===== config.mk =====
export PLATFORM = sky130hd
export DESIGN_NAME = timer_pwm_channel_pair
export DESIGN_NICKNAME = d
export VERILOG_FILES = /design/src/shared/pwm_pair_pkg.sv /design/src/core/timer_pwm_channel_pair.sv
export VERILOG_INCLUDE_DIRS = /design/src /design/src/shared
export SDC_FILE = /design/constraint.sdc
export NUM_CORES = 1
export LEC_CHECK = 0
export BUFFER_PORTS_ARGS = -buffer_cell sky130_fd_sc_hd__buf_2
export CORE_MARGIN = 5
export CORE_UTILIZATION = 53
export DETAILED_ROUTE_END_ITERATION = 10
export PLACE_DENSITY = 0.77
export SYNTH_ARGS = -nofsm -noshare
export SYNTH_HDL_FRONTEND = slang
export SYNTH_SLANG_ARGS = --single-unit

===== constraint.sdc =====
create_clock -name CLK_SYS_I -period 2.9 [get_ports CLK_SYS_I]
set_clock_uncertainty 0.05 [all_clocks]
set_input_delay 0.145 -clock CLK_SYS_I [delete_from_list [all_inputs] [get_ports CLK_SYS_I]]
set_output_delay 0.145 -clock CLK_SYS_I [all_outputs]
set_load 0.05 [all_outputs]

===== src/shared/pwm_pair_map.svh =====
// Register offsets, field positions and reset values of the PWM channel pair.
// Assumes inclusion by bare name from the testbench and the core module.
`ifndef PWM_PAIR_MAP_SVH
`define PWM_PAIR_MAP_SVH

// Byte addresses of the APB registers
`define OFF_TIMER_CTL_STAT  12'h000
`define OFF_COUNT_VALUE     12'h004
`define OFF_PERIOD_LIMIT    12'h008
`define OFF_CHAN0_CTL_STAT  12'h00C
`define OFF_CHAN0_COMPARE   12'h010
`define OFF_CHAN1_CTL_STAT  12'h014
`define OFF_CHAN1_COMPARE   12'h018
`define OFF_SYS_CTL         12'h01C

// Timer control and status fields
`define TCS_WRAP_FLAG       7
`define TCS_WRAP_IRQ_EN     6
`define TCS_HALT            5
`define TCS_CLEAR_CNT       4
`define TCS_DIV_HI          2
`define TCS_DIV_LO          0

// Channel control and status fields
`define CCS_FLAG            7
`define CCS_IRQ_EN          6
`define CCS_MODE_HI         5
`define CCS_MODE_LO         4
`define CCS_ACT_HI          3
`define CCS_ACT_LO          2
`define CCS_TOGGLE_WRAP     1
`define CCS_FULL_DUTY       0

// System control fields: wait, stop, break, break clear allow
`define SYS_WAIT            0
`define SYS_STOP            1
`define SYS_BREAK           2
`define SYS_BREAK_CLR       3

// Reset values and constants
`define RST_PERIOD_LIMIT    16'hFFFF
`define RST_TIMER_CTL       8'h20
`define DIV_EXT_CODE        3'h7
`define MODE_UNBUF          2'h1
`define MODE_BUF            2'h2
`define ACT_TOGGLE          2'h1
`define ACT_CLEAR           2'h2
`define ACT_SET             2'h3

`endif


===== src/shared/pwm_pair_pkg.sv =====
// Types shared by the PWM channel pair.
// Assumes the map header is on the include path.
`default_nettype none

package pwm_pair_pkg;
    // Which compare register pair drives the linked output
    typedef enum logic [0:0] {
        SRC_CHAN0 = 1'b0,
        SRC_CHAN1 = 1'b1
    } buf_src_e;

    typedef logic [7:0] reg8_t;
endpackage

`default_nettype wire


===== src/core/timer_pwm_channel_pair.sv =====
// Two-channel timer PWM generator with APB register access.
// Assumes one 200 MHz clock, APB master on same clock, pins synchronised here.
//
// The implementer's own choices: register access over APB and the address map.
`default_nettype none
`include "pwm_pair_map.svh"

// Overview of operation
// - Period is modulo value plus one prescaled timer clocks.
// - Pulse width equals channel compare value in prescaled clocks.
// - Unbuffered mode compares directly with the channel compare register.
// - Channel compare event raised, and request if enabled, when counter matches channel value.
// - Overflow event raised, and request if enabled, at end of each period.
// - Channel 0 buffered bit links channels, output on channel 0 pin.
// - At each overflow the linked output uses the pair written last.
// - Linked mode uses channel 0 control only; channel 1 pin released.
// - Mode field 0:1 unbuffered, 1:0 buffered.
// - Toggle-on-overflow set, action 1:0 clears, 1:1 sets on compare.
// - Toggle-on-overflow clear gives no overflow toggle; with action 1:0 zero duty.
// - Full-duty bit with toggle-on-overflow and action 1:x holds output active all period.
// - Overflow flag set at modulo match; request only when enabled.
// - Channel flag set on each compare; request when enabled.
// - In wait the counter keeps running; enabled requests still assert.
// - In stop the block halts keeping registers and counter.
// - Counter frozen while break is active.
// - During break flags clear only when break clear allow is one.
// - After modulo the counter restarts at zero next timer clock.
// - Divider select 0..6 gives bus clock divided 1..64; 7 external.
// - Flags clear by read with flag set then write zero.
// - Reset sets halt; counter clear bit clears counter, reads zero.
module timer_pwm_channel_pair
    import pwm_pair_pkg::*;
#(
    parameter int CNT_W = 16
) (
    // Clock and reset
    input  wire logic        CLK_SYS_I,
    input  wire logic        ARST_N_I,
    // APB slave
    input  wire logic        PSEL_I,
    input  wire logic        PENABLE_I,
    input  wire logic        PWRITE_I,
    input  wire logic [11:0] PADDR_I,
    input  wire logic [31:0] PWDATA_I,
    output logic      [31:0] PRDATA_O,
    output logic             PREADY_O,
    output logic             PSLVERR_O,
    // External timer clock pin
    input  wire logic        EXT_TCLK_I,
    // Channel pins
    output logic             CHAN0_PIN_O,
    output logic             CHAN0_PIN_OE_O,
    output logic             CHAN1_PIN_O,
    output logic             CHAN1_PIN_OE_O,
    // Interrupt requests
    output logic             WRAP_IRQ_O,
    output logic             CHAN0_IRQ_O,
    output logic             CHAN1_IRQ_O
);

    // ************************************************************
    // Bus decode
    // ************************************************************
    wire acc      = PSEL_I & PENABLE_I;
    wire wr       = acc & PWRITE_I;
    wire rd       = acc & ~PWRITE_I;
    wire setup    = PSEL_I & ~PENABLE_I;
    wire rd_setup = setup & ~PWRITE_I;
    wire sel_tcs  = PADDR_I == `OFF_TIMER_CTL_STAT;
    wire sel_cnt  = PADDR_I == `OFF_COUNT_VALUE;
    wire sel_per  = PADDR_I == `OFF_PERIOD_LIMIT;
    wire sel_c0s  = PADDR_I == `OFF_CHAN0_CTL_STAT;
    wire sel_c0v  = PADDR_I == `OFF_CHAN0_COMPARE;
    wire sel_c1s  = PADDR_I == `OFF_CHAN1_CTL_STAT;
    wire sel_c1v  = PADDR_I == `OFF_CHAN1_COMPARE;
    wire sel_sys  = PADDR_I == `OFF_SYS_CTL;
    wire mapped   = sel_tcs | sel_cnt | sel_per | sel_c0s | sel_c0v | sel_c1s
                  | sel_c1v | sel_sys;

    // ************************************************************
    // Registers
    // ************************************************************
    logic             wrap_flag;
    logic             wrap_irq_en;
    logic             counter_halt;
    logic [2:0]       clock_divider_sel;
    logic [CNT_W-1:0] period_limit;
    logic [CNT_W-1:0] count;
    logic [6:0]       chan_cfg [2];
    logic [CNT_W-1:0] chan_compare [2];
    logic [1:0]       chan_event_flag;
    logic [1:0]       chan_flag_armed;
    logic             wrap_flag_armed;
    logic [3:0]       sys_ctl;
    buf_src_e         buf_src;
    buf_src_e         buf_last;
    logic [1:0]       pin_state;
    logic [5:0]       prescale;
    logic [1:0]       tclk_sync;
    logic             tclk_prev;

    // ************************************************************
    // Timer clock enable
    // ************************************************************
    wire in_wait    = sys_ctl[`SYS_WAIT];
    wire in_stop    = sys_ctl[`SYS_STOP];
    wire in_break   = sys_ctl[`SYS_BREAK];
    wire break_clr  = sys_ctl[`SYS_BREAK_CLR];
    wire clear_cnt  = wr & sel_tcs & PWDATA_I[`TCS_CLEAR_CNT];
    wire running    = ~counter_halt & ~in_stop & ~in_break;
    wire ext_sel    = clock_divider_sel == `DIV_EXT_CODE;
    wire ext_rise   = tclk_sync[1] & ~tclk_prev;
    wire [5:0] div_mask = 6'(7'h7F >> (3'h7 - clock_divider_sel)) & 6'h3F;
    wire int_tick   = (prescale & div_mask) == div_mask;
    wire tick       = running & (ext_sel ? ext_rise : int_tick);
    wire at_limit   = count == period_limit;
    wire [CNT_W-1:0] next_count = at_limit ? '0 : count + 1'b1;
    wire wrap       = tick & at_limit;

    // ************************************************************
    // Channel decode
    // ************************************************************
    function automatic logic [1:0] mode_of(input logic [6:0] c);
        mode_of = {c[`CCS_MODE_HI], c[`CCS_MODE_LO]};
    endfunction

    wire linked = mode_of(chan_cfg[0]) == `MODE_BUF;
    wire [CNT_W-1:0] eff_cmp0 = linked ? chan_compare[buf_src] : chan_compare[0];
    wire [1:0] chan_en;
    wire [1:0] chan_match;
    assign chan_en[0]    = mode_of(chan_cfg[0]) != 2'h0;
    assign chan_en[1]    = ~linked & (mode_of(chan_cfg[1]) != 2'h0);
    assign chan_match[0] = tick & chan_en[0] & (next_count == eff_cmp0);
    assign chan_match[1] = tick & chan_en[1] & (next_count == chan_compare[1]);

    // Flag clear: armed by a read seeing the flag, blocked in break unless allowed
    wire clr_ok   = ~in_break | break_clr;
    wire wr_tcs   = wr & sel_tcs;
    wire wrap_clr = wr_tcs & ~PWDATA_I[`TCS_WRAP_FLAG] & wrap_flag_armed & clr_ok;
    wire [1:0] ch_wr;
    assign ch_wr[0] = wr & sel_c0s;
    assign ch_wr[1] = wr & sel_c1s & ~linked;

    // ************************************************************
    // Timer control, counter, prescaler
    // ************************************************************
    always_ff @(posedge CLK_SYS_I or negedge ARST_N_I) begin
        if (!ARST_N_I) begin
            tclk_sync <= 2'h0;
            tclk_prev <= 1'b0;
        end else begin
            tclk_sync <= {tclk_sync[0], EXT_TCLK_I};
            tclk_prev <= tclk_sync[1];
        end
    end

    // Prescaler runs only while the counter may count
    always_ff @(posedge CLK_SYS_I or negedge ARST_N_I) begin
        if (!ARST_N_I) begin
            prescale <= 6'h00;
        end else if (clear_cnt) begin
            prescale <= 6'h00;
        end else if (running) begin
            prescale <= prescale + 6'h01;
        end
    end

    always_ff @(posedge CLK_SYS_I or negedge ARST_N_I) begin
        if (!ARST_N_I) begin
            count <= '0;
        end else if (clear_cnt) begin
            count <= '0;
        end else if (tick) begin
            count <= next_count;
        end
    end

    always_ff @(posedge CLK_SYS_I or negedge ARST_N_I) begin
        if (!ARST_N_I) begin
            counter_halt      <= 1'b1;
            wrap_irq_en       <= 1'b0;
            clock_divider_sel <= 3'h0;
        end else if (wr_tcs) begin
            counter_halt      <= PWDATA_I[`TCS_HALT];
            wrap_irq_en       <= PWDATA_I[`TCS_WRAP_IRQ_EN];
            clock_divider_sel <= PWDATA_I[`TCS_DIV_HI:`TCS_DIV_LO];
        end
    end

    // Period limit and system state inputs
    always_ff @(posedge CLK_SYS_I or negedge ARST_N_I) begin
        if (!ARST_N_I) begin
            period_limit <= `RST_PERIOD_LIMIT;
            sys_ctl      <= 4'h0;
        end else begin
            if (wr & sel_per) begin
                period_limit <= PWDATA_I[CNT_W-1:0];
            end
            if (wr & sel_sys) begin
                sys_ctl <= PWDATA_I[3:0];
            end
        end
    end

    // Overflow flag: set wins over clear
    always_ff @(posedge CLK_SYS_I or negedge ARST_N_I) begin
        if (!ARST_N_I) begin
            wrap_flag       <= 1'b0;
            wrap_flag_armed <= 1'b0;
        end else begin
            if (wrap) begin
                wrap_flag       <= 1'b1;
                wrap_flag_armed <= 1'b0;
            end else if (wrap_clr) begin
                wrap_flag       <= 1'b0;
                wrap_flag_armed <= 1'b0;
            end else if (rd & sel_tcs & wrap_flag & clr_ok) begin
                wrap_flag_armed <= 1'b1;
            end
        end
    end

    // ************************************************************
    // Channels
    // ************************************************************
    for (genvar i = 0; i < 2; i++) begin : g_chan
        wire [1:0] act    = {chan_cfg[i][`CCS_ACT_HI], chan_cfg[i][`CCS_ACT_LO]};
        wire       tov    = chan_cfg[i][`CCS_TOGGLE_WRAP];
        wire       fmax   = chan_cfg[i][`CCS_FULL_DUTY];
        wire       w_tog  = wrap & tov;
        wire       forced = fmax & tov & act[1];
        wire       f_clr  = ch_wr[i] & ~PWDATA_I[`CCS_FLAG] & chan_flag_armed[i] & clr_ok;
        wire       c_wr   = wr & (i == 0 ? sel_c0v : sel_c1v);
        wire       c_rd   = rd & (i == 0 ? sel_c0s : sel_c1s);
        logic      next_pin;

        always_comb begin
            next_pin = pin_state[i];
            if (w_tog) begin
                next_pin = ~pin_state[i];
            end
            if (chan_match[i]) begin
                case (act)
                    `ACT_TOGGLE: next_pin = ~next_pin;
                    `ACT_CLEAR:  next_pin = 1'b0;
                    `ACT_SET:    next_pin = 1'b1;
                    default:     next_pin = next_pin;
                endcase
            end
            if (forced) begin
                next_pin = ~act[0];
            end
        end

        always_ff @(posedge CLK_SYS_I or negedge ARST_N_I) begin
            if (!ARST_N_I) begin
                chan_cfg[i]     <= 7'h00;
                chan_compare[i] <= '0;
                pin_state[i]    <= 1'b0;
            end else begin
                pin_state[i] <= next_pin;
                if (ch_wr[i]) begin
                    chan_cfg[i] <= PWDATA_I[6:0];
                end
                if (c_wr) begin
                    chan_compare[i] <= PWDATA_I[CNT_W-1:0];
                end
            end
        end

        // Channel flag with two-step clear; a new event wins
        always_ff @(posedge CLK_SYS_I or negedge ARST_N_I) begin
            if (!ARST_N_I) begin
                chan_event_flag[i] <= 1'b0;
                chan_flag_armed[i] <= 1'b0;
            end else if (chan_match[i]) begin
                chan_event_flag[i] <= 1'b1;
                chan_flag_armed[i] <= 1'b0;
            end else if (f_clr) begin
                chan_event_flag[i] <= 1'b0;
                chan_flag_armed[i] <= 1'b0;
            end else if (c_rd & chan_event_flag[i] & clr_ok) begin
                chan_flag_armed[i] <= 1'b1;
            end
        end
    end

    // ************************************************************
    // Buffered pair selection
    // ************************************************************
    wire wr_c0v = wr & sel_c0v;
    wire wr_c1v = wr & sel_c1v;

    always_ff @(posedge CLK_SYS_I or negedge ARST_N_I) begin
        if (!ARST_N_I) begin
            buf_src  <= SRC_CHAN0;
            buf_last <= SRC_CHAN0;
        end else begin
            if (!linked) begin
                buf_src  <= SRC_CHAN0;
                buf_last <= SRC_CHAN0;
            end else begin
                if (wr_c0v) begin
                    buf_last <= SRC_CHAN0;
                end else if (wr_c1v) begin
                    buf_last <= SRC_CHAN1;
                end
                if (wrap) begin
                    buf_src <= buf_last;
                end
            end
        end
    end

    // ************************************************************
    // Read data
    // ************************************************************
    wire [7:0] tcs_rd = {wrap_flag, wrap_irq_en, counter_halt, 1'b0, 1'b0,
                         clock_divider_sel};
    wire [7:0] c0_rd  = {chan_event_flag[0], chan_cfg[0]};
    wire [7:0] c1_rd  = linked ? 8'h00 : {chan_event_flag[1], chan_cfg[1]};
    wire [31:0] rd_mux =
          sel_tcs ? {24'h0, tcs_rd}
        : sel_cnt ? 32'(count)
        : sel_per ? 32'(period_limit)
        : sel_c0s ? {24'h0, c0_rd}
        : sel_c0v ? 32'(chan_compare[0])
        : sel_c1s ? {24'h0, c1_rd}
        : sel_c1v ? 32'(chan_compare[1])
        : sel_sys ? {28'h0, sys_ctl}
        : 32'h0;

    // ************************************************************
    // Interrupt request levels
    // ************************************************************
    wire       wrap_irq_lvl = wrap_flag & wrap_irq_en;
    wire [1:0] chan_irq_lvl;
    assign chan_irq_lvl[0] = chan_event_flag[0] & chan_cfg[0][`CCS_IRQ_EN];
    assign chan_irq_lvl[1] = chan_event_flag[1] & chan_cfg[1][`CCS_IRQ_EN] & ~linked;

    // ************************************************************
    // Outputs
    // ************************************************************
    always_ff @(posedge CLK_SYS_I or negedge ARST_N_I) begin
        if (!ARST_N_I) begin
            PRDATA_O  <= 32'h0;
            PREADY_O  <= 1'b0;
            PSLVERR_O <= 1'b0;
        end else begin
            PREADY_O  <= setup;
            PRDATA_O  <= rd_setup ? rd_mux : 32'h0;
            PSLVERR_O <= setup & ~mapped;
        end
    end

    // Pins and requests, one cycle behind the state
    always_ff @(posedge CLK_SYS_I or negedge ARST_N_I) begin
        if (!ARST_N_I) begin
            CHAN0_PIN_O    <= 1'b0;
            CHAN0_PIN_OE_O <= 1'b0;
            CHAN1_PIN_O    <= 1'b0;
            CHAN1_PIN_OE_O <= 1'b0;
            WRAP_IRQ_O     <= 1'b0;
            CHAN0_IRQ_O    <= 1'b0;
            CHAN1_IRQ_O    <= 1'b0;
        end else begin
            CHAN0_PIN_O    <= pin_state[0];
            CHAN0_PIN_OE_O <= chan_en[0];
            CHAN1_PIN_O    <= pin_state[1];
            CHAN1_PIN_OE_O <= chan_en[1];
            WRAP_IRQ_O     <= wrap_irq_lvl;
            CHAN0_IRQ_O    <= chan_irq_lvl[0];
            CHAN1_IRQ_O    <= chan_irq_lvl[1];
        end
    end

endmodule // timer_pwm_channel_pair

`default_nettype wire


==> impl_metrics.json, run 1 <==
{
  "firstDrtPassIters": 6,
  "synth.most_common_cell": "dfrtp_1",
  "grt_usage": 0.284,
  "clk_path_buf_depth": 2,
  "core-area_um2": 13300,
  "synth_cell_type_count": 71,
  "synth_top_family_by_area": "simple AND/OR/NAND/NOR gates",
  "clk_pin_slew_ns": 0.06,
  "setup_ws_ns": -0.0852,
  "startpoint_type": "flip-flop",
  "finalWeightedCongestion": 0.955,
  "cts_buffers": 17,
  "synth.area.mux_share": 0.125,
  "critical_path_class": "flip-flop to flip-flop",
  "rrSetupSlack_ns": -0.09,
  "portBuffers": 58,
  "wl_met3_um": 2110,
  "synth-edff-count": 0,
  "netlist_top_cells_area": "dfrtp_1 39%, mux2_2 10%, dfstp_2 6.1%",
  "end_kind": "flip-flop",
  "routed_wl_um": 23600,
  "nNetsFinal": 945,
  "place_inst": 1009,
  "syn_avg_cell_area_um2": 10.0,
  "drv_cap": 0,
  "clkLatencyLatePin_ns": 0.43,
  "status": "complete, but fails checks",
  "syn_inst": 726,
  "synthSimpleGateAreaFrac": 0.177,
  "finalSetupViolations": 3,
  "cts_tree": "yes",
  "wl_met1_um": 8750,
  "r2r-end": "chan_flag_armed[0]",
  "setup.worst_path.start": "count[11]",
  "htreeDepth": 4,
  "path_max_fanout": 4,
  "start_util": 0.546,
  "die_area_um2": 16200,
  "vias": 6803,
  "drive_gt1_frac": 0.354,
  "cp_slowest_cell": "or4_4",
  "grt.overflow.total": 0,
  "antenna_found_initial": 0,
  "cpMostUsedCell": "a21oi_1",
  "synth_commonest_cells": "114 x dfrtp_1, 78 x nand2_1, 67 x mux2_2, 56 x a21oi_1, 44 x nor2_1",
  "die_height_um": 127,
  "post-route-period-util": 1.03,
  "io_pins": 91,
  "grt_pass1_wl_um": 36000,
  "period_minus_slack_ns": 2.99,
  "power_leakage_nw": 4.42,
  "area_growth_pct": 29.3,
  "drv_slew": 0,
  "synth_top_area_cell": "dfrtp_1",
  "timing.setup.tns_ns": -0.205,
  "post_drt_wl_per_cell_um": 21.8,
  "multiInputGateArea_um2": 3930,
  "path_cells": "xnor2_1, nand4_1, nor4_4, buf_4, buf_12, clkbuf_2, nor3_1, a21oi_1, a2111oi_2, a21oi_1, or4_4, and2_4",
  "highest_layer": "met4",
  "first_iter_violations": 804,
  "syn_area_um2": 7290,
  "grt_max_degree": 57,
  "synthFlopType": "dfrtp_1",
  "relSlewSlack": 0.341,
  "hp-class": "primary input to flip-flop",
  "cts_num_sinks": 131,
  "r2r_cells": 12,
  "synth.top_cell.area_share": 0.391,
  "grt_setup_unrepaired": "true",
  "grt_pass1_vias": 6701,
  "synth_compound_area_frac": 0.137,
  "yosysWarningCount": 0,
  "max_freq_ghz": 0.335,
  "tightest_slew_ns": 0.985,
  "hold_start": "PADDR_I[1]",
  "final-hold-violation-count": 0,
  "seq_area_frac_synth": 0.452,
  "holdPathStages": 3,
  "ant_nets": 0,
  "synthAdderAreaFrac": 0.00343,
  "drcViolationCount": 0,
  "synth_xor_area_frac": 0.0626,
  "die-width_um": 127,
  "fin_util": 0.706,
  "rows": 42,
  "p_per_area_nw_per_um2": 541,
  "peakVddDrop_mv": 0.490,
  "critPathMaxStageDelay_ns": 0.59,
  "r2r_start": "count[11]",
  "arrival_ns": 3.26,
  "min_to": "PSLVERR_O",
  "ys_ff_latch": 131,
  "fin_cells": 1082,
  "met2_length_um": 11500,
  "cts-root-buf": "clkbuf_16",
  "dpl.hpwl_um": 15900,
  "antenna_cells": 0,
  "post_drt_via_cell_ratio": 6.29,
  "failed_checks": "setup timing",
  "synthArstFlopShare": 1.00,
  "regArea_um2": 3300,
  "nFillCells": 949,
  "required_ns": 3.17
}
[per-layer routing]
layer	GRT usage	vias up
met1	0.351	3317
li1	-	2947
met4	0.134	0
met2	0.473	431
met3	0.0651	108
met5	0	-
[per-stage QoR]
step                      area [um2]  worst slack, ns  total power [mW]  hold slack [ns]
final                           9430          -0.0852              5.10           0.0159
after global routing            9430           -0.339              5.26           0.0281
after CTS                       9150           -0.128              4.91          0.00477
after detailed placement        8250           -0.252              2.70            0.197
after global placement          8250          -0.0743              2.67            0.189
after floorplan                 7350           0.0219              2.43           -0.201
[flip-flops by register name (all words and copies together), names as in the netlist, 2 cells and up]
signal and count:
chan_flag_armed 2, c0_rd 8, count 16, tclk_sync 2
clock_divider_sel 3, chan_compare 32, chan_cfg 7, PRDATA_O 16
period_limit 16, pin_state 2, prescale 6, sys_ctl 4
[report_power, final]
group	internal [mW]	switching (mW)	total [mW]	leakage, nW
logic	0.434	0.556	0.989	2.40
clock network	1.35	0.810	2.16	0.293
registers	1.88	0.0653	1.95	1.73
[how the worst max path moves through the flow]
stage,to,slack (ns),cells after the start
floorplan,pin_state[1],0.02,11
global placement,pin_state[1],-0.07,11
detailed placement,pin_state[1],-0.25,11
CTS,pin_state[0],-0.13,9
global route,pin_state[0],-0.34,12
finish,chan_flag_armed[0],-0.09,12
[layout make-up]
type                    count  share of cell area
well taps                 176              0.0234
inverters                  12             0.00478
flip-flops and latches    131               0.350
clock inverters             9              0.0111
repair buffers            182               0.142
clock buffers              23              0.0518
multi-input cells         549               0.417
[cell usage in the layout, fill, tap and decap left out, types with 4 or more instances in the layout]
master,Yosys,final
nor3_1,19,18
and3_1,8,8
clkinv_2,0,4
nand3b_1,7,7
buf_2,9,57
mux2_2,67,67
o221ai_1,6,6
xnor2_1,38,30
dfrtp_1,114,112
clkbuf_8,0,4
a22oi_1,22,22
nor3b_1,5,5
nand4_1,15,15
dfstp_2,17,17
conb_1,1,16
nand2_1,78,77
nand2b_1,10,10
nor2_1,44,42
a21oi_1,56,55
xor2_1,9,8
nor4_1,7,4
clkbuf_16,0,18
a222oi_1,8,8
xnor2_2,0,8
nand3_1,16,15
dlygate4sd3_1,0,21
inv_1,12,12
mux2i_1,16,16
or3_1,8,7
buf_4,17,95
and2_1,5,5
a31oi_1,7,6
or2_2,5,5
o21ai_0,21,20
[cell families (layout without fill, tap and decap cells)]
logic type | Yosys count | count (layout)
simple gates | 248 | 248
compound gates | 151 | 151
flops | 131 | 131
mux | 83 | 83
buf+inv | 61 | 226
xor+xnor | 49 | 49
fa+ha+maj | 2 | 2
other cells | 1 | 16
[worst max-delay path: cells and delay by family (launching register included)]
kind / cells / cell delay [ns]
AND/OR/NAND/NOR: 5 / 1.27
flip-flops: 1 / 0.48
buffers and inverters: 3 / 0.42
XOR/XNOR: 1 / 0.18
AO/OA/AOI/OAI: 3 / 0.49
[repair_timing]
item,CTS,global route
cloned,0,1
hold endpoints to repair,83,0
hold buffers,21,0
buffers inserted,7,13
endpoints found under the setup margin,5,6
pin swaps,7,24
gates resized for setup,9,33
(Power assumes the default switching activity.)
==> run 2, diff against run 1 <==
==> constraint.sdc (replaced) <==
create_clock -name CLK_SYS_I -period 2.52 [get_ports CLK_SYS_I]
set_clock_uncertainty 0.05 [all_clocks]
set_input_delay 0.126 -clock CLK_SYS_I [delete_from_list [all_inputs] [get_ports CLK_SYS_I]]
set_output_delay 0.126 -clock CLK_SYS_I [all_outputs]
set_load 0.05 [all_outputs]
==> impl_metrics.json, run 2 (same netlist as run 1, synthesis figures left out) <==
{
  "cts_buffers": 17,
  "path_max_fanout": 4,
  "antenna_found_initial": 0,
  "power_frac_clock": 0.423,
  "final-hold-violation-count": 0,
  "area_growth_pct": 32.4,
  "period_minus_slack_ns": 3.00,
  "relSlewSlack": 0.458,
  "failed_checks": "setup timing",
  "place_inst": 1052,
  "cts_num_sinks": 131,
  "core-area_um2": 13300,
  "portBuffers": 58,
  "post_dp_cell_area_um2": 8670,
  "p_sw_frac": 0.282,
  "hp-class": "primary input to flip-flop",
  "p_per_area_nw_per_um2": 604,
  "post_drt_via_cell_ratio": 6.23,
  "nNetsFinal": 977,
  "critical_path_class": "flip-flop to flip-flop",
  "tightest_slew_ns": 0.809,
  "clk_pin_slew_ns": 0.06,
  "first_iter_violations": 785,
  "power_leakage_nw": 4.52,
  "die_area_um2": 16200,
  "grt.overflow.total": 0,
  "holdWs_ns": 0.0277,
  "routed_wl_um": 24000,
  "drv_slew": 0,
  "dpl.hpwl_um": 17200,
  "grt_pass1_wl_um": 38300,
  "grt_usage": 0.303,
  "setup_ws_ns": -0.478,
  "rows": 42,
  "cts_tree": "yes",
  "fin_cells": 1114,
  "drcViolationCount": 0,
  "vias": 6935,
  "final_cell_mix": "127 x buf_4, 112 x dfrtp_1, 78 x nand2_1",
  "startpoint_type": "flip-flop",
  "finalWeightedCongestion": 0.985,
  "post-route-period-util": 1.19,
  "largest_register": "chan_compare",
  "cts-root-buf": "clkbuf_16",
  "power_mw": 5.84,
  "finalSetupViolations": 6,
  "antenna_cells": 0,
  "die_height_um": 127,
  "max_freq_ghz": 0.334,
  "clk_path_buf_depth": 2,
  "io_pins": 91,
  "ant_nets": 0,
  "clkLatencyLatePin_ns": 0.42,
  "start_util": 0.546,
  "die-width_um": 127,
  "pwr-share-comb": 0.195,
  "status": "complete, but fails checks",
  "power.switching_mw": 1.65,
  "grt_pass1_vias": 7150,
  "seqPwrFrac": 0.382,
  "post_drt_wl_per_cell_um": 21.5,
  "drive_gt1_frac": 0.373,
  "largest_reg_flops": 32,
  "design_area_um2": 9660,
  "final_common_cell": "buf_4",
  "drv_cap": 0,
  "firstDrtPassIters": 10,
  "peakVddDrop_mv": 0.513,
  "grt_setup_unrepaired": "true",
  "internal-power_mw": 4.19,
  "end_kind": "flip-flop",
  "htreeDepth": 4,
  "arrival_ns": 3.28,
  "required_ns": 2.80,
  "grt_max_degree": 67
}
[run 2: worst paths after layout]
kind	start	to	slack (ns)	cells after the start
worst max-delay path	period_limit[14]	pin_state[1]	-0.48	13
worst min-delay path	PADDR_I[10]	PSLVERR_O	0.03	3
worst max register to register	period_limit[14]	pin_state[1]	-0.48	13
worst min register to register	tclk_sync[0]	tclk_sync[1]	0.30	0
max in group asynchronous	ARST_N_I	period_limit[13]	1.39	3
min in group asynchronous	ARST_N_I	count[1]	0.22	2
[run 2: power by group through the flow]
stage               clock network [mW]  logic (mW)  registers, mW
detailed placement                   0       0.946           2.26
global route                      2.59        1.22           2.24
floorplan                            0       0.546           2.27
global placement                     0       0.911           2.26
finish                            2.47        1.14           2.23
CTS                               2.48        1.11           2.23
[run 2: final cells by class]
cell class / instances / area (um2)
clock buffer: 21 / 460
clock inverter: 11 / 128
fill: 965 / 3690
inverter: 12 / 45.0
multi-input combinational: 549 / 3910
sequential: 131 / 3300
tap: 176 / 220
timing repair buffer: 214 / 1590
[run 2: layer usage]
layer | global-route usage | vias to the layer above | wire length (um)
li1 | - | 3027 | -
met1 | 0.372 | 3396 | 9260
met2 | 0.500 | 413 | 11800
met3 | 0.0714 | 99 | 1840
met4 | 0.152 | 0 | 1120
met5 | 0 | - | 0
[run 2: what timing repair did]
item	in CTS	in global routing
endpoints found under the hold margin	101	0
resized for setup	23	3
setup endpoints to repair	16	6
buffers inserted	7	2
hold buffers	21	0
pin swaps	3	3
[run 2: stage by stage]
step	util	setup TNS [ns]	setup WS (ns)
6_report	0.723	-2.45	-0.478
5_1_grt	0.723	-2.73	-0.514
4_1_cts	0.721	-1.97	-0.391
3_5_place_dp	0.649	-3.10	-0.581
3_3_place_gp	0.649	-2.43	-0.481
2_1_floorplan	-	-0.758	-0.227
[run 2: critical path, cell delays in order, from the launching register on]
cell      delay [ns]
dfstp_2         0.56
xnor2_1         0.13
nand4_1         0.24
nor4_4          0.39
buf_4           0.18
buf_4           0.11
buf_6           0.10
a21oi_1         0.04
or3_4           0.36
a31oi_4         0.20
buf_6           0.14
o21ai_1         0.05
nand4b_1        0.17
a41oi_1         0.18
